<file path="src/inc/flc_pkg.sv">
package flc_pkg;

  // ----------------------------------------------------------------
  // Code groups
  // ----------------------------------------------------------------
  localparam logic [4:0] CG_IDLE    = 5'h1f; // 11111
  localparam logic [4:0] CG_SSD1    = 5'h18; // 11000
  localparam logic [4:0] CG_SSD2    = 5'h11; // 10001
  localparam logic [4:0] CG_ESD1    = 5'h0d; // 01101
  localparam logic [4:0] CG_ESD2    = 5'h07; // 00111
  localparam logic [4:0] CG_TXERR   = 5'h04; // 00100
  localparam logic [9:0] CG_SSD_PAIR = {CG_SSD1, CG_SSD2};

  // ----------------------------------------------------------------
  // Line coding and scrambler
  // ----------------------------------------------------------------
  localparam int         CG_BITS      = 5;
  localparam logic [2:0] CG_LAST_BIT  = 3'h4;
  localparam int         SCR_LEN      = 11;
  localparam int         SCR_TAP_A    = 8;  // history taps, x^9 and x^11
  localparam int         SCR_TAP_B    = 10;
  localparam logic [10:0] SCR_RST     = 11'h000;
  localparam logic       NRZI_RST     = 1'b0;
  localparam logic [1:0] MLT3_STEP_RST = 2'h0; // lowest level
  localparam logic [1:0] MLT3_LOW     = 2'h0;
  localparam logic [1:0] MLT3_MID     = 2'h1;
  localparam logic [1:0] MLT3_HIGH    = 2'h2;

  // ----------------------------------------------------------------
  // Frame layout, counted in nibbles after the start delimiter
  // ----------------------------------------------------------------
  localparam int PRE_OCTETS   = 8;
  localparam int ADDR_OCTETS  = 6;
  localparam int LEN_OCTETS   = 2;
  localparam int PAY_MIN      = 46;
  localparam int PAY_MAX      = 1500;
  localparam int CRC_OCTETS   = 4;
  localparam int HDR_NIBS     = 2 * PRE_OCTETS - 2 + 2 * (2 * ADDR_OCTETS + LEN_OCTETS);
  localparam logic [11:0] FRM_NIB_MIN = 12'(HDR_NIBS + 2 * (PAY_MIN + CRC_OCTETS));
  localparam logic [11:0] FRM_NIB_MAX = 12'(HDR_NIBS + 2 * (PAY_MAX + CRC_OCTETS));

  // ----------------------------------------------------------------
  // FIFO and carriers
  // ----------------------------------------------------------------
  localparam int FIFO_DEPTH = 16;

  typedef struct packed {
    logic       sof;    // first preamble nibble of a frame
    logic       eof;    // last nibble of a frame
    logic       err;    // transmit error on this nibble
    logic [3:0] nibble;
  } flc_tx_word_t;

  typedef struct packed {
    logic       valid;   // nibble holds decoded data
    logic       sof;     // start delimiter pair seen
    logic       eof;     // end delimiter pair seen
    logic       txerr;   // propagated transmit error code
    logic       invalid; // undefined code group
    logic       len_err; // frame size out of range, with eof
    logic [3:0] nibble;
  } flc_rx_word_t;

  typedef enum logic [2:0] {TX_IDLE, TX_SSD2, TX_DATA, TX_ESD1, TX_ESD2} flc_tx_state_t;

endpackage

</file>
<file path="src/verilog/flc_codec.sv">
`timescale 1ns/1ps

// ------------------------------------------------------------------
// Word FIFO with valid/ready on both sides
// ------------------------------------------------------------------
module flc_fifo #(
  parameter int WIDTH = 7,
  parameter int DEPTH = 16
) (
  input  wire logic             sys_clk,
  input  wire logic             rst,
  input  wire logic             in_valid,
  output logic                  in_ready,
  input  wire logic [WIDTH-1:0] in_data,
  output logic                  out_valid,
  input  wire logic             out_ready,
  output logic [WIDTH-1:0]      out_data
);
  localparam int AW = $clog2(DEPTH);

  logic [WIDTH-1:0] mem [DEPTH];
  logic [AW-1:0]    wr_ptr_r;
  logic [AW-1:0]    rd_ptr_r;
  logic [AW:0]      count_r;
  logic [AW:0]      count_nxt;
  logic             ready_r;
  logic             push;
  logic             pop;

  // Registered not-full, honest empty
  assign in_ready  = ready_r;
  assign out_valid = (count_r != '0);
  assign out_data  = mem[rd_ptr_r];
  assign push      = in_valid && in_ready;
  assign pop       = out_valid && out_ready;
  assign count_nxt = count_r + (AW+1)'(push) - (AW+1)'(pop);

  // Storage
  always_ff @(posedge sys_clk)
  begin
    if (push)
      mem[wr_ptr_r] <= in_data;
  end

  // Pointers and fill level
  always_ff @(posedge sys_clk or posedge rst)
  begin
    if (rst)
    begin
      wr_ptr_r <= '0;
      rd_ptr_r <= '0;
      count_r  <= '0;
      ready_r  <= 1'b1;
    end
    else
    begin
      if (push)
        wr_ptr_r <= wr_ptr_r + AW'(1);
      if (pop)
        rd_ptr_r <= rd_ptr_r + AW'(1);
      count_r <= count_nxt;
      ready_r <= (count_nxt != (AW+1)'(DEPTH)); // Not full next cycle
    end
  end
endmodule

// Behaviour
// - TX and FX both use 4B/5B coding on transmit, decoding on receive.
// - Each transmit data nibble becomes its fixed 5-bit code group.
// - Receive data code groups map back to nibbles, exact inverse.
// - Frame start sends 11000 then 10001 instead of two preamble nibbles.
// - After the last nibble send 01101 then 00111; receiver ends frame.
// - Idle 11111 sent between frames; receiver treats it as idle.
// - Transmit error sends 00100; receiver reports propagated error.
// - Undefined received code groups are flagged invalid.
// - Serial code stream is NRZI: toggle on one, hold on zero.
// - In TX mode NRZI is further coded as MLT3.
// - MLT3 steps low, mid, high, mid per NRZI transition, repeating.
// - TX mode scrambles before MLT3 and descrambles on receive.
// - Frame starts with 8 preamble octets, two addresses and length.
// - Payload carries 46 to 1500 octets.
// - Frame data ends with a 4-octet CRC.
// - End delimiter follows CRC, then variable idle.
module flc_codec
(
  input  wire logic                  sys_clk,
  input  wire logic                  rst,
  input  wire logic                  mode_tx,
  input  wire logic                  mac_tx_valid,
  output logic                       mac_tx_ready,
  input  wire flc_pkg::flc_tx_word_t mac_tx_word,
  output logic                       line_tx_nrzi_r,
  output logic [1:0]                 line_tx_mlt3_r,
  input  wire logic                  line_rx_nrzi,
  input  wire logic [1:0]            line_rx_mlt3,
  output flc_pkg::flc_rx_word_t      mac_rx_word_r
);
  import flc_pkg::*;

  // ----------------------------------------------------------------
  // Code tables
  // ----------------------------------------------------------------

  // Nibble to data code group
  function automatic logic [4:0] enc5(input logic [3:0] nib);
    logic [4:0] cg;
    cg = 5'h1e;
    unique case (nib)
      4'h0: cg = 5'h1e;
      4'h1: cg = 5'h09;
      4'h2: cg = 5'h14;
      4'h3: cg = 5'h15;
      4'h4: cg = 5'h0a;
      4'h5: cg = 5'h0b;
      4'h6: cg = 5'h0e;
      4'h7: cg = 5'h0f;
      4'h8: cg = 5'h12;
      4'h9: cg = 5'h13;
      4'ha: cg = 5'h16;
      4'hb: cg = 5'h17;
      4'hc: cg = 5'h1a;
      4'hd: cg = 5'h1b;
      4'he: cg = 5'h1c;
      4'hf: cg = 5'h1d;
    endcase
    return cg;
  endfunction

  // Data code group to {is_data, nibble}
  function automatic logic [4:0] dec5(input logic [4:0] cg);
    logic [4:0] r;
    r = 5'h00;
    for (int i = 0; i < 16; i++)
    begin
      if (enc5(4'(i)) == cg)
        r = {1'b1, 4'(i)};
    end
    return r;
  endfunction

  // ----------------------------------------------------------------
  // Transmit FIFO
  // ----------------------------------------------------------------
  flc_tx_word_t head;
  logic         head_valid;
  logic         head_pop;

  flc_fifo #(
    .WIDTH ($bits(flc_tx_word_t)),
    .DEPTH (FIFO_DEPTH)
  ) u_tx_fifo (
    .sys_clk   (sys_clk),
    .rst       (rst),
    .in_valid  (mac_tx_valid),
    .in_ready  (mac_tx_ready),
    .in_data   (mac_tx_word),
    .out_valid (head_valid),
    .out_ready (head_pop),
    .out_data  (head)
  );

  // ----------------------------------------------------------------
  // Transmit code group sequencer
  // ----------------------------------------------------------------
  flc_tx_state_t tx_state_r;
  flc_tx_state_t tx_state_nxt;
  logic [2:0]    tx_bit_r;
  logic [4:0]    tx_sh_r;
  logic [4:0]    tx_cg_nxt;
  logic          grp_load;

  // A new group is chosen while the last bit of the old one leaves
  assign grp_load = (tx_bit_r == CG_LAST_BIT);

  // Group selection; the FIFO drains only at group boundaries
  always_comb
  begin
    tx_state_nxt = tx_state_r;
    tx_cg_nxt    = CG_IDLE;
    head_pop     = 1'b0;
    unique case (tx_state_r)
      TX_IDLE:
      begin
        tx_cg_nxt = CG_IDLE;
        if (head_valid && !head.sof)
          head_pop = grp_load; // stray nibble outside a frame
        else if (head_valid)
        begin
          tx_cg_nxt    = CG_SSD1;
          head_pop     = grp_load;
          tx_state_nxt = TX_SSD2;
        end
      end
      TX_SSD2:
      begin
        tx_cg_nxt    = CG_SSD2;
        head_pop     = grp_load && head_valid;
        tx_state_nxt = TX_DATA;
      end
      TX_DATA:
      begin
        if (head_valid)
        begin
          head_pop = grp_load;
          tx_cg_nxt = head.err ? CG_TXERR : enc5(head.nibble);
          if (head.eof)
            tx_state_nxt = TX_ESD1;
        end
        else
          tx_cg_nxt = CG_TXERR; // underrun corrupts the frame
      end
      TX_ESD1:
      begin
        // end pair after the last nibble
        // end of stream after the check field
        tx_cg_nxt    = CG_ESD1;
        tx_state_nxt = TX_ESD2;
      end
      TX_ESD2:
      begin
        tx_cg_nxt    = CG_ESD2;
        tx_state_nxt = TX_IDLE;
      end
    endcase
  end

  // Sequencer state
  always_ff @(posedge sys_clk or posedge rst)
  begin
    if (rst)
      tx_state_r <= TX_IDLE;
    else if (grp_load)
      tx_state_r <= tx_state_nxt;
  end

  always_ff @(posedge sys_clk or posedge rst)
  begin
    if (rst)
    begin
      tx_bit_r <= 3'h0;
      tx_sh_r  <= CG_IDLE;
    end
    else if (grp_load)
    begin
      tx_bit_r <= 3'h0;
      tx_sh_r  <= tx_cg_nxt;
    end
    else
    begin
      tx_bit_r <= tx_bit_r + 3'h1;
      tx_sh_r  <= {tx_sh_r[3:0], 1'b0};
    end
  end

  // ----------------------------------------------------------------
  // Transmit scrambler, NRZI and MLT3
  // ----------------------------------------------------------------
  logic [SCR_LEN-1:0] tx_scr_r;
  logic               tx_bit;
  logic               tx_scr_bit;
  logic [1:0]         mlt3_step_r;

  assign tx_bit     = tx_sh_r[4];
  // self-synchronising scrambling in TX mode only
  assign tx_scr_bit = mode_tx ? (tx_bit ^ tx_scr_r[SCR_TAP_A] ^ tx_scr_r[SCR_TAP_B])
                              : tx_bit;

  // Scrambler history
  always_ff @(posedge sys_clk or posedge rst)
  begin
    if (rst)
      tx_scr_r <= SCR_RST;
    else
      tx_scr_r <= {tx_scr_r[SCR_LEN-2:0], tx_scr_bit};
  end

  // toggle on one, hold on zero
  always_ff @(posedge sys_clk or posedge rst)
  begin
    if (rst)
      line_tx_nrzi_r <= NRZI_RST;
    else if (tx_scr_bit)
      line_tx_nrzi_r <= ~line_tx_nrzi_r;
  end

  // one step per NRZI transition, low mid high mid
  always_ff @(posedge sys_clk or posedge rst)
  begin
    if (rst)
      mlt3_step_r <= MLT3_STEP_RST;
    else if (!mode_tx)
      mlt3_step_r <= MLT3_STEP_RST; // Matches the held low level
    else if (tx_scr_bit)
      mlt3_step_r <= mlt3_step_r + 2'h1;
  end

  // MLT3 level driven in TX mode, held low in FX mode
  always_ff @(posedge sys_clk or posedge rst)
  begin
    if (rst)
      line_tx_mlt3_r <= MLT3_LOW;
    else if (!mode_tx)
      line_tx_mlt3_r <= MLT3_LOW;
    else if (tx_scr_bit)
    begin
      unique case (mlt3_step_r)
        2'h0: line_tx_mlt3_r <= MLT3_MID;
        2'h1: line_tx_mlt3_r <= MLT3_HIGH;
        2'h2: line_tx_mlt3_r <= MLT3_MID;
        2'h3: line_tx_mlt3_r <= MLT3_LOW;
      endcase
    end
  end

  // ----------------------------------------------------------------
  // Receive line decoding and descrambler
  // ----------------------------------------------------------------
  logic               rx_nrzi_prev_r;
  logic [1:0]         rx_mlt3_prev_r;
  logic [SCR_LEN-1:0] rx_scr_r;
  logic               rx_line_bit;
  logic               rx_bit;

  // Any level change on the active medium (MLT3 in TX mode, NRZI in FX mode) is a one bit
  assign rx_line_bit = mode_tx ? (line_rx_mlt3 != rx_mlt3_prev_r)
                               : (line_rx_nrzi != rx_nrzi_prev_r);
  assign rx_bit = mode_tx ? (rx_line_bit ^ rx_scr_r[SCR_TAP_A] ^ rx_scr_r[SCR_TAP_B])
                          : rx_line_bit;

  // Previous line levels and descrambler history
  always_ff @(posedge sys_clk or posedge rst)
  begin
    if (rst)
    begin
      rx_nrzi_prev_r <= NRZI_RST;
      rx_mlt3_prev_r <= MLT3_LOW;
      rx_scr_r       <= SCR_RST;
    end
    else
    begin
      rx_nrzi_prev_r <= line_rx_nrzi;
      rx_mlt3_prev_r <= line_rx_mlt3;
      rx_scr_r       <= {rx_scr_r[SCR_LEN-2:0], rx_line_bit};
    end
  end

  // ----------------------------------------------------------------
  // Receive alignment and group decoding
  // ----------------------------------------------------------------
  logic [9:0]  rx_sh_r;
  logic [9:0]  rx_sh_nxt;
  logic [2:0]  rx_cnt_r;
  logic        aligned_r;
  logic        esd_half_r;
  logic [11:0] nib_cnt_r;
  logic [4:0]  rx_cg;
  logic [4:0]  rx_dec;
  logic        grp_done;
  logic        ssd_hit;

  assign rx_sh_nxt = {rx_sh_r[8:0], rx_bit};
  assign rx_cg     = rx_sh_nxt[4:0];
  assign rx_dec    = dec5(rx_cg);
  assign grp_done  = aligned_r && (rx_cnt_r == CG_LAST_BIT);
  assign ssd_hit   = !aligned_r && (rx_sh_nxt == CG_SSD_PAIR);

  // Bit history
  always_ff @(posedge sys_clk or posedge rst)
  begin
    if (rst)
      rx_sh_r <= {CG_IDLE, CG_IDLE};
    else
      rx_sh_r <= rx_sh_nxt;
  end

  // align on start pair, drop on end pair or idle
  always_ff @(posedge sys_clk or posedge rst)
  begin
    if (rst)
    begin
      aligned_r  <= 1'b0;
      rx_cnt_r   <= 3'h0;
      esd_half_r <= 1'b0;
    end
    else if (ssd_hit)
    begin
      aligned_r  <= 1'b1;
      rx_cnt_r   <= 3'h0;
      esd_half_r <= 1'b0;
    end
    else if (grp_done)
    begin
      rx_cnt_r   <= 3'h0;
      esd_half_r <= (rx_cg == CG_ESD1);
      if (rx_cg == CG_IDLE || (esd_half_r && rx_cg == CG_ESD2))
        aligned_r <= 1'b0;
    end
    else if (aligned_r)
      rx_cnt_r <= rx_cnt_r + 3'h1;
  end

  // Data nibbles received since the start pair
  always_ff @(posedge sys_clk or posedge rst)
  begin
    if (rst)
      nib_cnt_r <= 12'h000;
    else if (ssd_hit)
      nib_cnt_r <= 12'h000;
    else if (grp_done && rx_dec[4] && nib_cnt_r != 12'hfff)
      nib_cnt_r <= nib_cnt_r + 12'h001;
  end

  // Decoded word towards the MAC, one-cycle flags
  always_ff @(posedge sys_clk or posedge rst)
  begin
    if (rst)
      mac_rx_word_r <= '0;
    else
    begin
      mac_rx_word_r <= '0;
      mac_rx_word_r.sof <= ssd_hit;
      if (grp_done)
      begin
        mac_rx_word_r.valid  <= rx_dec[4];
        mac_rx_word_r.nibble <= rx_dec[3:0];
        mac_rx_word_r.txerr  <= (rx_cg == CG_TXERR);
        // neither data nor a defined control code
        mac_rx_word_r.invalid <= !rx_dec[4] && rx_cg != CG_IDLE && rx_cg != CG_TXERR
                                 && rx_cg != CG_ESD1 && rx_cg != CG_ESD2
                                 && rx_cg != CG_SSD1 && rx_cg != CG_SSD2;
        if (esd_half_r && rx_cg == CG_ESD2)
        begin
          mac_rx_word_r.eof <= 1'b1;
          mac_rx_word_r.len_err <= (nib_cnt_r < FRM_NIB_MIN) || (nib_cnt_r > FRM_NIB_MAX);
        end
      end
    end
  end
endmodule

</file>
<file path="config.mk">
export PLATFORM = sky130hd
export DESIGN_NAME = flc_codec
export DESIGN_NICKNAME = d
export VERILOG_FILES = /design/src/inc/flc_pkg.sv /design/src/verilog/flc_codec.sv
export SDC_FILE = /design/constraint.sdc
export NUM_CORES = 1
export LEC_CHECK = 0
export BUFFER_PORTS_ARGS = -buffer_cell sky130_fd_sc_hd__buf_2
export CAP_MARGIN = 15
export CORE_ASPECT_RATIO = 1.4
export CORE_MARGIN = 2
export CORE_UTILIZATION = 45
export CTS_BUF_LIST = sky130_fd_sc_hd__clkbuf_8
export DETAILED_ROUTE_END_ITERATION = 6
export SYNTH_ARGS = -nofsm -noshare
export SYNTH_HDL_FRONTEND = slang
export SYNTH_SLANG_ARGS = --single-unit
export TNS_END_PERCENT = 100
</file>
<file path="constraint.sdc">
create_clock -name sys_clk -period 3.8 [get_ports sys_clk]
set_input_delay 1.14 -clock sys_clk [delete_from_list [all_inputs] [get_ports sys_clk]]
set_output_delay 1.14 -clock sys_clk [all_outputs]
set_load 0.01 [all_outputs]
</file>
==> out/summary.md, run 1 <==
The routed metal-1 wirelength is 6.37 mm. Most frequently used flop master after synthesis: sky130_fd_sc_hd__edfxtp_1. After the first detailed-routing iteration, the DRC count stood at 387. After layout, the minimum clock period comes to 3080 ps.

The cell area that synthesis handed to floorplanning was 0.00847 mm². At the pin with the least slew margin, the transition time is 861 ps. The standard cell with the maximum stage delay on the critical path is sky130_fd_sc_hd__a2111oi_1. Total global routing track utilization: 16.2%. Of the synthesized area, sequential elements account for 66.5%.

Synthesis produced a netlist whose cell count is 567. The max-slew violation count is 0. For this run, the detailed router's first-pass iteration total came to 4.

TritonCTS built the clock tree. The cell family contributing the most delay on the critical path is adder cells. The number of antenna violations at the first check in global routing was 0.

Required time reported for the critical path endpoint: 4270 ps. The logs give 0.0200 mm² for the area of the die and 31 for the number of buffers created by CTS. Yosys printed 0 warnings. The final-layout setup total negative slack was 0 ps; the wire length after detailed routing was 15.7 mm. The clock transition at the registers of the reported paths is 70 ps. For this run, the post-layout net count is 642. Most frequent standard cell in the layout excluding fill and tap cells: sky130_fd_sc_hd__edfxtp_1. The worst relative slew slack was 42.6%; the per-cell via count in the routed design was 5.38.

The amount of wire on met3 after detailed routing came out at 522 µm. The number of antenna diodes in the final layout is 0. The path class of the tightest hold or removal check is register to register.

Across all layers, the routed design uses 4728 vias. The longest individual stage delay on the worst path works out to 430 ps. The half-perimeter wire length after placement was 10.3 mm; the post-cts sizing count was 0. STA classifies the critical path startpoint as a register. The ratio of final minimum period to clock period is 81.2%.

The core region area was 0.0185 mm²; the maximum number of pins on one net before global-route repair was 91. Number of levels in the clock H-tree: 1. By startpoint and endpoint, the worst setup path is classified as register to register.

The run gives 0.321 mV as the largest voltage drop on the vdd net. The number of buffer and inverter instances along the worst setup path is 6. Measured on the finished design, the core utilization comes to 51.1%.

Summing all placed instances gives a cell area of 0.00883 mm². The initial utilization of the core area, before any placement, comes to 45.7%. Fraction of registers with async set or reset after synthesis: 44.6%. The post-detailed-route wirelength per cell works out to 17.8 µm.

The die is 120 µm wide. The y dimension of the die was 166 µm; the arrival time at the worst endpoint was 3560 ps. Top metal layer carrying routed signals: met4. For this design the ratio of total power to cell area is 710 mW/mm².

Leaving out fill and tap cells, the most frequent cells in the layout are sky130_fd_sc_hd__edfxtp_1, sky130_fd_sc_hd__dfrtp_1, sky130_fd_sc_hd__nand2_1, sky130_fd_sc_hd__clkbuf_8. The congestion estimate from routability-driven global placement came to 0.813. The run finished with clean final reports. Max-cap violations in this run came to 0.

Derived from the worst setup path, the maximum achievable clock frequency is 324 MHz. Residual DRC count: 0. The cell sitting at the root of the clock tree is a sky130_fd_sc_hd__clkbuf_8. The synthesized design contains 202 register bits.

The cell that appears most often on the critical path is sky130_fd_sc_hd__inv_1. Counting every net in the synthesized netlist gives 599. The tools report the count of pins on the block boundary as 28. Hold is met by 345 ps. The later pin in the worst-skew pair is clocked with a latency of 560 ps.

In this run the post-CTS setup repair buffer count came out at 0. Setup repair after global routing left no endpoint under its margin. Post-synthesis average cell area: 14.9 µm². The kind of end point of the critical path was a register. The maximum root-to-sink buffer count was 3. The tools report the number of global-route vias before repair as 4860.

For the count of final setup violators, the log shows 0. The first global-routing pass estimated 25.6 mm of wire. The post-route netlist has 23.3% of its cells at a drive strength greater than 1. Distinct cell type count after synthesis: 62. The clock arrives with 16.4 ps of skew. In this run the remaining antenna-violating nets after routing total 0. The number of port buffers works out to 27. The reported leakage power is 3.69 nW, and the post-synthesis to final-layout area growth is 11.8%. The number of hold violations in the final report was 0; the number of synthesized flops with an enable pin was 112.

The critical path goes through inv_1 -> ha_1 -> nor4b_1 -> buf_4 -> a2111oi_1 -> buf_4 -> ha_1 -> inv_1 -> ha_1 -> inv_1 -> fa_1 -> inv_1 -> a21oi_1 -> nor2_1 -> nor2_1 -> xnor2_1 -> nand3b_1. For the post-route cell area, the log shows 0.00947 mm². The logs give 59 for the site row count and 8.34 mm for the detailed route wirelength on metal2.

In this run the worst path has a maximum fanout of 6. The sink count of the clock tree is 202, and the total congestion overflow after global routing is 0. For the hold-fix buffer count after cts, the log shows 0.
final timing paths:
check | start | end | slack (ps) | cells after the start
worst max-delay path | u_tx_fifo.count_r[2]$_DFF_PP0_ | u_tx_fifo.in_ready$_DFF_PP1_ | 720 | 17
worst min-delay path | rx_scr_r[3]$_DFF_PP0_ | rx_scr_r[4]$_DFF_PP0_ | 340 | 0
worst max register to register | u_tx_fifo.count_r[2]$_DFF_PP0_ | u_tx_fifo.in_ready$_DFF_PP1_ | 720 | 17
worst min register to register | rx_scr_r[3]$_DFF_PP0_ | rx_scr_r[4]$_DFF_PP0_ | 340 | 0
max in group asynchronous | rst | u_tx_fifo.in_ready$_DFF_PP1_ | 2730 | 3
min in group asynchronous | rst | tx_scr_r[10]$_DFF_PP0_ | 670 | 3
power breakdown:
group	internal [mW]	switching (mW)
registers	2.70	0.284
logic	0.924	0.995
clock network	0.985	0.834
total	4.61	2.11
state kept, by name, indices dropped and copies added, names as in the netlist, 4 cells and up:
signal,flops
mac_rx_word_r,10
nib_cnt_r,12
rx_scr_r,11
rx_sh_r,9
tx_scr_r,11
tx_sh_r,5
u_tx_fifo.count_r,5
u_tx_fifo.mem,112
u_tx_fifo.rd_ptr_r,4
u_tx_fifo.wr_ptr_r,4
logic make-up after synthesis:
| group | count (synthesis) | synth area share [%] |
|---|---|---|
| AOI/OAI and AO/OA | 75 | 6.19 |
| xor gates and xnor gates | 24 | 2.48 |
| adders and majority gates | 18 | 2.75 |
| buffers and inverters | 49 | 2.82 |
| DFF | 202 | 66.5 |
| muxes | 42 | 9.31 |
| and+or+nand+nor | 157 | 9.94 |
final cells by class:
| type | count | area (µm²) |
|---|---|---|
| clock buffer | 35 | 482 |
| clock inverter | 23 | 160 |
| fill | 1589 | 9050 |
| inverter | 25 | 95.1 |
| multi-input combinational | 316 | 2600 |
| sequential | 202 | 5630 |
| tap | 244 | 305 |
| timing repair buffer | 34 | 200 |
metrics by stage:
step	cells	power, mW	worst slack [ps]
4_1_cts	879	6.83	660
3_5_place_dp	821	4.98	488
3_3_place_gp	821	4.90	516
6_report	879	6.73	715
5_1_grt	879	7.17	412
2_1_floorplan	567	4.49	350
worst reg2reg max path, delay by kind of cell (launching register included):
kind                       cells  cell delay [ps]
buffers and inverters          6              630
adders and majority gates      4              970
DFF                            1              360
AOI/OAI and AO/OA              2              490
xor gates and xnor gates       1              170
and+or+nand+nor                4              400
cell usage after synthesis, types with 2 or more instances:
cell / instances / share of area [%]
sky130_fd_sc_hd__dfstp_2: 15 / 4.7
sky130_fd_sc_hd__and2_1: 14 / 1.0
sky130_fd_sc_hd__a22oi_1: 4 / 0.35
sky130_fd_sc_hd__nor2_1: 29 / 1.3
sky130_fd_sc_hd__or4_2: 7 / 0.72
sky130_fd_sc_hd__a21oi_1: 18 / 1.1
sky130_fd_sc_hd__xnor2_1: 17 / 1.8
sky130_fd_sc_hd__nand4_1: 2 / 0.15
sky130_fd_sc_hd__nor3b_1: 3 / 0.27
sky130_fd_sc_hd__clkbuf_8: 2 / 0.33
sky130_fd_sc_hd__o21a_1: 3 / 0.27
sky130_fd_sc_hd__o21ai_0: 12 / 0.71
sky130_fd_sc_hd__o22ai_1: 3 / 0.22
sky130_fd_sc_hd__nand3_1: 21 / 1.2
sky130_fd_sc_hd__a31oi_1: 4 / 0.30
sky130_fd_sc_hd__nor4_1: 2 / 0.15
sky130_fd_sc_hd__xor2_1: 7 / 0.72
sky130_fd_sc_hd__and4_1: 2 / 0.21
sky130_fd_sc_hd__o31ai_1: 10 / 0.89
sky130_fd_sc_hd__nor3_1: 10 / 0.59
sky130_fd_sc_hd__edfxtp_1: 112 / 40
sky130_fd_sc_hd__dfrtp_1: 75 / 22
sky130_fd_sc_hd__nand2_1: 35 / 1.6
sky130_fd_sc_hd__nor2b_1: 5 / 0.37
sky130_fd_sc_hd__inv_1: 25 / 1.1
sky130_fd_sc_hd__clkbuf_1: 11 / 0.49
sky130_fd_sc_hd__buf_6: 3 / 0.40
sky130_fd_sc_hd__mux2i_1: 9 / 1.1
sky130_fd_sc_hd__mux2_2: 4 / 0.53
sky130_fd_sc_hd__mux4_2: 29 / 7.7
sky130_fd_sc_hd__o211ai_1: 3 / 0.27
sky130_fd_sc_hd__o21bai_1: 2 / 0.18
sky130_fd_sc_hd__a21boi_0: 2 / 0.18
sky130_fd_sc_hd__buf_2: 6 / 0.35
sky130_fd_sc_hd__and3_1: 13 / 0.96
sky130_fd_sc_hd__a311o_2: 2 / 0.27
sky130_fd_sc_hd__nor4b_1: 5 / 0.52
sky130_fd_sc_hd__ha_1: 17 / 2.5
layer usage:
metal / up-vias / global-route usage, %
met5: - / 0
met3: 35 / 2.58
met4: 0 / 5.52
met2: 102 / 28.5
li1: 2213 / -
met1: 2378 / 20.1
No activity file was read; power rests on OpenSTA's default activity.
==> run 2: changes to the inputs <==
- clock period: 3.8 -> 3.2 ns (I/O delays scaled with it)
==> out/summary.md, run 2 (synthesis gave the netlist of run 1 again) <==
The post-detailed-route wirelength per cell works out to 18.2 µm (+2.4%). The number of hold violations in the final report is 0 (unchanged), and the final-layout setup total negative slack is 0 ps (unchanged). The run gives 346 (-11%) as the number of design-rule violations left by the first detailed-router iteration. The tools report the arrival time at the worst endpoint as 3340 ps (-220 ps). The die span in x is 120 µm (unchanged), and the number of antenna diodes is 0 (unchanged). The area of the die came out at 0.0200 mm² (unchanged). The count of antenna-violating nets left after detailed routing is 0 (unchanged). The setup fix buffers added after clock tree synthesis was 0 (unchanged); the post-synthesis to final-layout area growth was 11.0%.

The tools report the cell area reported after detailed placement as 0.00888 mm² (+0.51%). Launching element of the worst setup path: u_tx_fifo.count_r[3]$_DFF_PP0_. The kind of end point of the critical path is a register. The maximum number of pins on one net before global-route repair came out at 66 (-27%).

The worst reg-to-reg path cell count was 15 (-2). The number of filler instances in the final layout was 1580 (-0.57%); the wire length after detailed routing was 16.1 mm (+2.5%). The slew at the pin with the worst max-slew slack works out to 597 ps (-265 ps). The largest registers in the layout are u_tx_fifo.mem: 112 flops, nib_cnt_r: 12 flops.

For the insertion delay of the later-clocked pin in the worst-skew pair, the log shows 560 ps (about the same). The tools report the startpoint of the most critical register-to-register path as u_tx_fifo.count_r[3]$_DFF_PP0_. The number of port buffers was 27 (unchanged). The tools report the reported leakage power as 3.67 nW (-0.52%). The switching share of power is 32.2% (+0.83 points), and the clock period minus final worst setup slack is 2860 ps (-222 ps). The worst hold path belongs to the class register to register.

For the number of levels in the clock H-tree, the log shows 1 (unchanged). The critical path is of the register to register type. The flow ran to the end, and the final reports show no timing, DRC or antenna violations.

The tools report the nature of the critical path startpoint as a register. The run gives 30 (-3.2%) as the number of buffers created by CTS. TritonCTS built the clock tree.

The clock transition at the registers of the reported paths was 60 ps (about the same); the total number of vias was 4781 (+1.1%). The combined flip-flop and latch cell area came out at 0.00563 mm² (unchanged). Number of flip-flops in the largest register: 112 (unchanged). The wire length of the first global-routing pass is 26.1 mm (+1.8%). The tools report the worst hold-check slack as 347 ps (+2.68 ps). For the sink count of the clock tree, the log shows 202 (unchanged). The endpoint identified for the worst register-to-register timing path is u_tx_fifo.in_ready$_DFF_PP1_. The number of antenna violations at the first check in global routing was 0 (unchanged).

The initial core utilization was 45.7% (unchanged); the switching power was 2.48 mW (+17%). The tools report the critical path endpoint as u_tx_fifo.in_ready$_DFF_PP1_. Routability-driven placement congestion ratio: 0.838 (+3.0%). The ratio of final minimum period to clock period was 89.5% (+8.3 points). The logs give 0 (unchanged) for the hold-fix buffer count after cts and 0 (unchanged) for the count of final setup violators. The residual DRC count was 0 (unchanged). The y dimension of the die works out to 166 µm (unchanged). Count of pins on the block boundary: 28 (unchanged). The maximum root-to-sink buffer count came out at 3 (unchanged). The worst relative slew slack was 60.1% (+18 points); the internal power component was 5.21 mW (+13%). For the combinational power share, the log shows 30.7% (+2.2 points).

Cell at the root of the clock tree: sky130_fd_sc_hd__clkbuf_8. The logs give 45.9% (+1.5 points) for the share of power burned in registers and 4 (unchanged) for the first-pass detailed-route iteration total. The run gives 0.00940 mm² (-0.74%) as the post-route cell area. The library cell used most frequently in the layout, excluding fill and tap cells, is sky130_fd_sc_hd__edfxtp_1. The top achievable clock speed was 349 MHz (+7.7%); the total congestion overflow after global routing was 0 (unchanged). Counting flops per register, the top entry is u_tx_fifo.mem. The number of global-route vias before repair is 5116 (+5.3%).

The portion of total power attributed to the clock network was 23.4% (-3.7 points). The setup slack of the most critical reg-to-reg path was 340 ps (-380 ps). Setup repair after global routing left no endpoint under its margin.

The run gives 0 (unchanged) as the max-cap violation count. The tools report the area taken by multi-input logic gates as 0.00261 mm² (+0.43%). In the layout the commonest cells are sky130_fd_sc_hd__edfxtp_1, sky130_fd_sc_hd__dfrtp_1, sky130_fd_sc_hd__nand2_1. The per-cell via count in the routed design was 5.43 (+1.0%); the fraction of layout cells with a size suffix above 1 was 22.0% (-1.3 points).

The largest voltage drop on the vdd net was 0.388 mV (+21%). The tools report the required time reported for the critical path endpoint as 3680 ps (-590 ps). For the site row count, the log shows 59 (unchanged). The run gives 10.8 mm (+5.1%) as the half-perimeter wire length after placement.

The core region area was 0.0185 mm² (unchanged). The final clock skew was 10.6 ps (-5.85 ps). Max-slew violation count: 0 (unchanged). The tools report the number of nets at the end of the flow as 645 (+0.47%). The biggest fanout along the worst timing path was 2 (-4). The total global routing track utilization is 16.7% (+0.53 points).

The areal power density over the cells was 817 mW/mm² (+15%).
run 2: changes by cell type in the layout (fill, tap and decap cells not counted):
cell	change
sky130_fd_sc_hd__clkinv_1	+6
sky130_fd_sc_hd__clkinv_2	-6
sky130_fd_sc_hd__clkbuf_8	-5
sky130_fd_sc_hd__inv_1	+5
sky130_fd_sc_hd__buf_4	+3
sky130_fd_sc_hd__bufinv_16	-2
sky130_fd_sc_hd__clkinvlp_4	-2
sky130_fd_sc_hd__a2111oi_1	-1
sky130_fd_sc_hd__a2111oi_2	+1
sky130_fd_sc_hd__buf_12	+1
sky130_fd_sc_hd__inv_6	+1
sky130_fd_sc_hd__nor4b_1	-1
sky130_fd_sc_hd__nor4b_2	+1
run 2: critical path, stage by stage, from the launching register on:
cell,delay (ps)
sky130_fd_sc_hd__dfrtp_1,360
sky130_fd_sc_hd__inv_1,70
sky130_fd_sc_hd__ha_1,170
sky130_fd_sc_hd__nor4b_2,180
sky130_fd_sc_hd__a2111oi_2,450
sky130_fd_sc_hd__ha_1,300
sky130_fd_sc_hd__inv_1,50
sky130_fd_sc_hd__ha_1,160
sky130_fd_sc_hd__inv_1,50
sky130_fd_sc_hd__fa_1,410
sky130_fd_sc_hd__inv_1,70
sky130_fd_sc_hd__a21oi_1,60
sky130_fd_sc_hd__nor2_1,90
sky130_fd_sc_hd__nor2_1,60
sky130_fd_sc_hd__xnor2_1,190
sky130_fd_sc_hd__nand3b_1,110
run 2: layout make-up:
class	instances	area share (%)
sequential	202	59.9
multi-input combinational	316	27.7
clock buffer	30	4.39
tap	244	3.25
timing repair buffer	38	2.58
clock inverter	25	1.09
inverter	25	1.04
run 2: layer usage:
layer | vias up | GRT usage (%) | wire length (µm)
li1 | 2215 | - | -
met3 | 34 | 2.44 | 497
met1 | 2428 | 19.2 | 6390
met4 | 0 | 7.31 | 511
met5 | - | 0 | 0
met2 | 104 | 30.5 | 8660
run 2: metrics by stage:
step                      total power, mW  std cells  utilization, %  worst slack [ps]
after global routing                 8.22        880            50.8              49.0
after floorplan                      5.33        567               -               166
after detailed placement             5.95        825            47.9              72.7
after CTS                            7.80        880            50.7               159
after global placement               5.84        825            47.9               145
final                                7.69        880            50.8               337
run 2: how the worst min path moves through the flow:
stage	cells past startpoint	slack [ps]	from	end
6_report	0	350	rx_scr_r[9]$_DFF_PP0_	rx_scr_r[10]$_DFF_PP0_
5_1_grt	0	360	rx_scr_r[2]$_DFF_PP0_	rx_scr_r[3]$_DFF_PP0_
4_1_cts	0	350	rx_scr_r[9]$_DFF_PP0_	rx_scr_r[10]$_DFF_PP0_
3_5_place_dp	0	330	tx_scr_r[9]$_DFF_PP0_	tx_scr_r[10]$_DFF_PP0_
3_3_place_gp	0	340	tx_scr_r[7]$_DFF_PP0_	tx_scr_r[8]$_DFF_PP0_
2_1_floorplan	0	330	rx_scr_r[9]$_DFF_PP0_	rx_scr_r[10]$_DFF_PP0_
run 2: timing repair:
action | 4_1_cts | 5_1_grt
resized for setup | 0 | 2
setup endpoints to repair | 0 | 2
endpoints found under the hold margin | 0 | 0
run 2: power groups by stage:
stage / logic [mW] / registers, mW / clock network (mW)
global placement: 2.29 / 3.55 / 0
global route: 2.65 / 3.59 / 1.99
finish: 2.36 / 3.53 / 1.80
detailed placement: 2.38 / 3.57 / 0
CTS: 2.40 / 3.53 / 1.87
floorplan: 1.93 / 3.41 / 0
==> run 3: changes to the inputs <==
- CAP_MARGIN: 15 -> 10
- CORE_UTILIZATION: 45 -> 30
- SYNTH_HIERARCHICAL: default -> 1
==> out/summary.md, run 3 <==
The run finished with clean final reports. The Yosys warning count is 6 (+6). By count the netlist is led by sky130_fd_sc_hd__edfxtp_1, sky130_fd_sc_hd__dfrtp_1, sky130_fd_sc_hd__nand2_1, sky130_fd_sc_hd__mux4_2, sky130_fd_sc_hd__inv_1. The total global routing track utilization is 11.0% (-5.7 points), and the area share of fa/ha/maj cells after synthesis is 2.96% (+0.21 points).

Clock transition at the registers of the reported paths: 60 ps (about the same). The tools report the count of final setup violators as 0 (unchanged). The number of buffer and inverter instances along the worst setup path works out to 2 (-2). The y dimension of the die is 206 µm (+24%). The startpoint identified for the worst hold timing path is rx_scr_r[3]$_DFF_PP0_. The site row count is 73 (+24%), and the number of antenna diodes is 0 (unchanged). The net count after synthesis was 610 (+1.8%); the fraction of layout cells with a size suffix above 1 was 23.5% (+1.4 points). The per-cell via count in the routed design came out at 4.71 (-13%). The standard cell with the maximum stage delay on the critical path is sky130_fd_sc_hd__or4b_4. Setup repair after global routing left no endpoint under its margin. For the number of design-rule violations left by the first detailed-router iteration, the log shows 180 (-48%). Share of the synthesized area in compound gates (AO/OA/AOI/OAI): 5.65% (-0.54 points). The run gives 0.0285 mm² (+54%) as the core region area. The tools report the total design power as 8.51 mW (+11%). After synthesis, the cell types taking the most area are sky130_fd_sc_hd__edfxtp_1, sky130_fd_sc_hd__dfrtp_1, sky130_fd_sc_hd__mux4_2, sky130_fd_sc_hd__dfstp_2, sky130_fd_sc_hd__ha_1.

The max-cap violation count is 0 (unchanged). The slew at the pin with the worst max-slew slack was 730 ps (+133 ps); the area share of the largest cell type after synthesis was 38.6% (-1.1 points). Initial core utilization: 30.6% (-15 points). The logs give 0 (unchanged) for the total congestion overflow after global routing and 17.7 ps (+7.13 ps) for the final clock skew. The nature of the critical path startpoint is a register. Worst relative slew slack: 51.3% (-8.9 points).

The largest registers in the layout are u_tx_fifo/mem: 112 flops, nib_cnt_r: 12 flops. Kind of end point of the critical path: a register. For the number of buffers created by CTS, the log shows 35 (+17%). The routability-driven placement congestion ratio is 0.768 (-8.4%), and the post-cts sizing count is 0 (unchanged). The number of synthesized flops with an enable pin came out at 112 (unchanged). The largest voltage drop on the vdd net is 0.419 mV (+7.9%).

The logs give 346 ps (-1.13 ps) for the worst hold-check slack and 3 (unchanged) for the maximum root-to-sink buffer count. The tools report the launching element of the worst setup path as u_tx_fifo/count_r[3]$_DFF_PP0_. Number of global-route vias before repair: 4987 (-2.5%). The longest individual stage delay on the worst path works out to 500 ps (+50 ps). The run gives 0 (unchanged) as the number of antenna violations at the first check in global routing.

The number of hold violations in the final report was 0 (unchanged); the insertion delay of the later-clocked pin in the worst-skew pair was 530 ps (-30 ps). Fraction of registers with async set or reset after synthesis: 44.8% (+0.27 points). The most frequent standard cell in the layout excluding fill and tap cells was sky130_fd_sc_hd__edfxtp_1. The area share of xor/xnor cells in the synthesized design is 3.16% (+0.68 points), and the post-synthesis share of cell area spent on and, or, nand and nor gates is 11.2% (+1.3 points). Category of cells accounting for the largest share of critical-path delay: adder cells. The max-slew violation count was 0 (unchanged); the number of port buffers was 27 (unchanged).

The number of instances in the synthesized netlist was 576 (+1.6%); the worst hold path stage count was 0 (unchanged). The final-layout setup total negative slack was 0 ps (unchanged); the arrival time at the worst endpoint was 3340 ps (about the same). The reported leakage power is 3.79 nW (+3.2%), and the worst reg-to-reg path cell count is 14 (-1). The half-perimeter wire length after placement is 10.9 mm (+1.5%).

The wire length of the first global-routing pass came out at 26.3 mm (+0.85%). Biggest fanout along the worst timing path: 6 (+4). The number of levels in the clock H-tree is 2 (+1).

The top achievable clock speed came out at 345 MHz (-1.3%). The post-detailed-route wirelength per cell came out at 16.0 µm (-12%). In this run the worst hold path is classified as register to register.

The run gives 16.4 mm (+2.0%) as the wire length after detailed routing. The areal power density over the cells was 853 mW/mm² (+4.3%); the number of flip-flops in the largest register was 112 (unchanged). Relative to the synthesized area, the layout overhead comes to 14.6%. In the layout the commonest cells are sky130_fd_sc_hd__edfxtp_1, sky130_fd_sc_hd__dfrtp_1, sky130_fd_sc_hd__nand2_1.

The hold-fix buffer count after cts is 0 (unchanged), and the die span in x is 148 µm (+23%). TritonCTS built the clock tree. The most numerous cell on the critical path is sky130_fd_sc_hd__ha_1. The tools report the residual DRC count as 0 (unchanged).

The cell sitting at the root of the clock tree is a sky130_fd_sc_hd__clkbuf_8. The run gives 0.00871 mm² (+2.8%) as the post-synthesis instance area. The register bit count reported by yosys was 203 (+0.50%).

The cell type contributing the most total cell area after synthesis was sky130_fd_sc_hd__edfxtp_1. The first-pass detailed-route iteration total was 6 (+2); the clock period minus final worst setup slack was 2900 ps (+36.8 ps). For the setup fix buffers added after clock tree synthesis, the log shows 0 (unchanged).

The fraction of synthesized area in multiplexers was 9.41% (+0.10 points). The required time reported for the critical path endpoint is 3640 ps (-40 ps). The count of pins on the block boundary was 28 (unchanged); the non-filler instance count after layout was 1023 (+16%).

Number of instances in the placed design: 963 (+17%). The critical path goes through inv_1 -> ha_1 -> or4b_4 -> nand2_1 -> nor3_1 -> and2_4 -> ha_1 -> inv_1 -> ha_1 -> fa_1 -> a21oi_1 -> o21bai_1 -> xnor2_1 -> nand3b_1. The post-synthesis average cell area came out at 15.1 µm² (+1.2%). Startpoint of the most critical register-to-register path: u_tx_fifo/count_r[3]$_DFF_PP0_. The distinct cell type count after synthesis came out at 67 (+8.1%).

The sink count of the clock tree is 203 (+0.50%). The maximum number of pins on one net before global-route repair came out at 43 (-35%). The critical path is of the register to register type. The number of stages on the worst setup path is 14 (-1).

For the area of the die, the log shows 0.0304 mm² (+53%). The register with the most flip-flops is u_tx_fifo/mem. The main combinational cell family by area after synthesis was simple AND/OR/NAND/NOR gates. By instance count, the leading cell after synthesis is sky130_fd_sc_hd__edfxtp_1. The tools report the total number of vias as 4820 (+0.82%). Count of antenna-violating nets left after detailed routing: 0 (unchanged). The sequential element share of the synthesized area was 65.0% (-1.5 points).

The number of nets at the end of the flow was 659 (+2.2%). For this run, the leading register cell type out of synthesis is sky130_fd_sc_hd__edfxtp_1. The ratio of final minimum period to clock period works out to 90.6% (+1.1 points).
run 3: changes by cell type in the layout (fill, tap and decap cells not counted), sizes merged, moves of 7 or more:
| cell | delta |
|---|---|
| nor4 | +7 |
| nand3 | -7 |
| a21oi | -7 |
| a22oi | +11 |
| nand4 | +9 |
| nor2 | -17 |
| nand2b | +8 |
| clkbuf | +9 |
run 3: cell families after synthesis:
kind of cell	count (synthesis)
simple gates	165
xor+xnor	28
compound gates	65
flops	203
buf+inv	49
fa+ha+maj	20
mux	46
run 3: worst paths after layout:
check | to | slack, ps
setup / recovery | u_tx_fifo/in_ready$_DFF_PP1_ | 300
hold / removal | rx_scr_r[4]$_DFF_PP0_ | 350
setup reg to reg | u_tx_fifo/in_ready$_DFF_PP1_ | 300
hold reg to reg | rx_scr_r[4]$_DFF_PP0_ | 350
max in group asynchronous | rx_sh_r[1]$_DFF_PP1_ | 1970
min in group asynchronous | u_tx_fifo/count_r[4]$_DFF_PP0_ | 510
run 3: report_power, final:
group	internal, mW	switching [mW]	leakage (nW)	total (mW)
clock	1.29	1.03	0.386	2.31
combinational	1.22	1.34	1.33	2.56
sequential	3.26	0.373	2.08	3.63
run 3: worst register-to-register path, delay by kind of cell (launching register included):
| family | cells | cell delay (ps) |
|---|---|---|
| flops | 1 | 390 |
| simple gates | 5 | 900 |
| xor+xnor | 1 | 190 |
| buf+inv | 2 | 120 |
| fa+ha+maj | 4 | 990 |
| compound gates | 2 | 240 |
run 3: final cells by class:
type                       instances  area (µm²)
timing repair buffer              36         240
tap                              375         469
clock inverter                    21         156
sequential                       203        5660
inverter                          25        95.1
clock buffer                      39         537
fill                            2776       18500
multi-input combinational        324        2820
run 3: stage by stage:
stage,worst slack [ps],cell area [µm²],utilization (%)
3_5_place_dp,323,9290,32.6
4_1_cts,283,9980,35.0
3_3_place_gp,341,9290,32.6
2_1_floorplan,296,8710,-
6_report,300,9980,35.0
5_1_grt,139,9980,35.0
run 3: layer usage:
metal  up-vias  wire, µm  track usage, %  part of all wire (%)
li1       2259         -               -                     -
met1      2428      6520            12.5                    40
met2       100      8770            20.1                    54
met3        33       701            2.62                   4.3
met4         0       386            4.01                   2.4
met5         -         0               0                     0
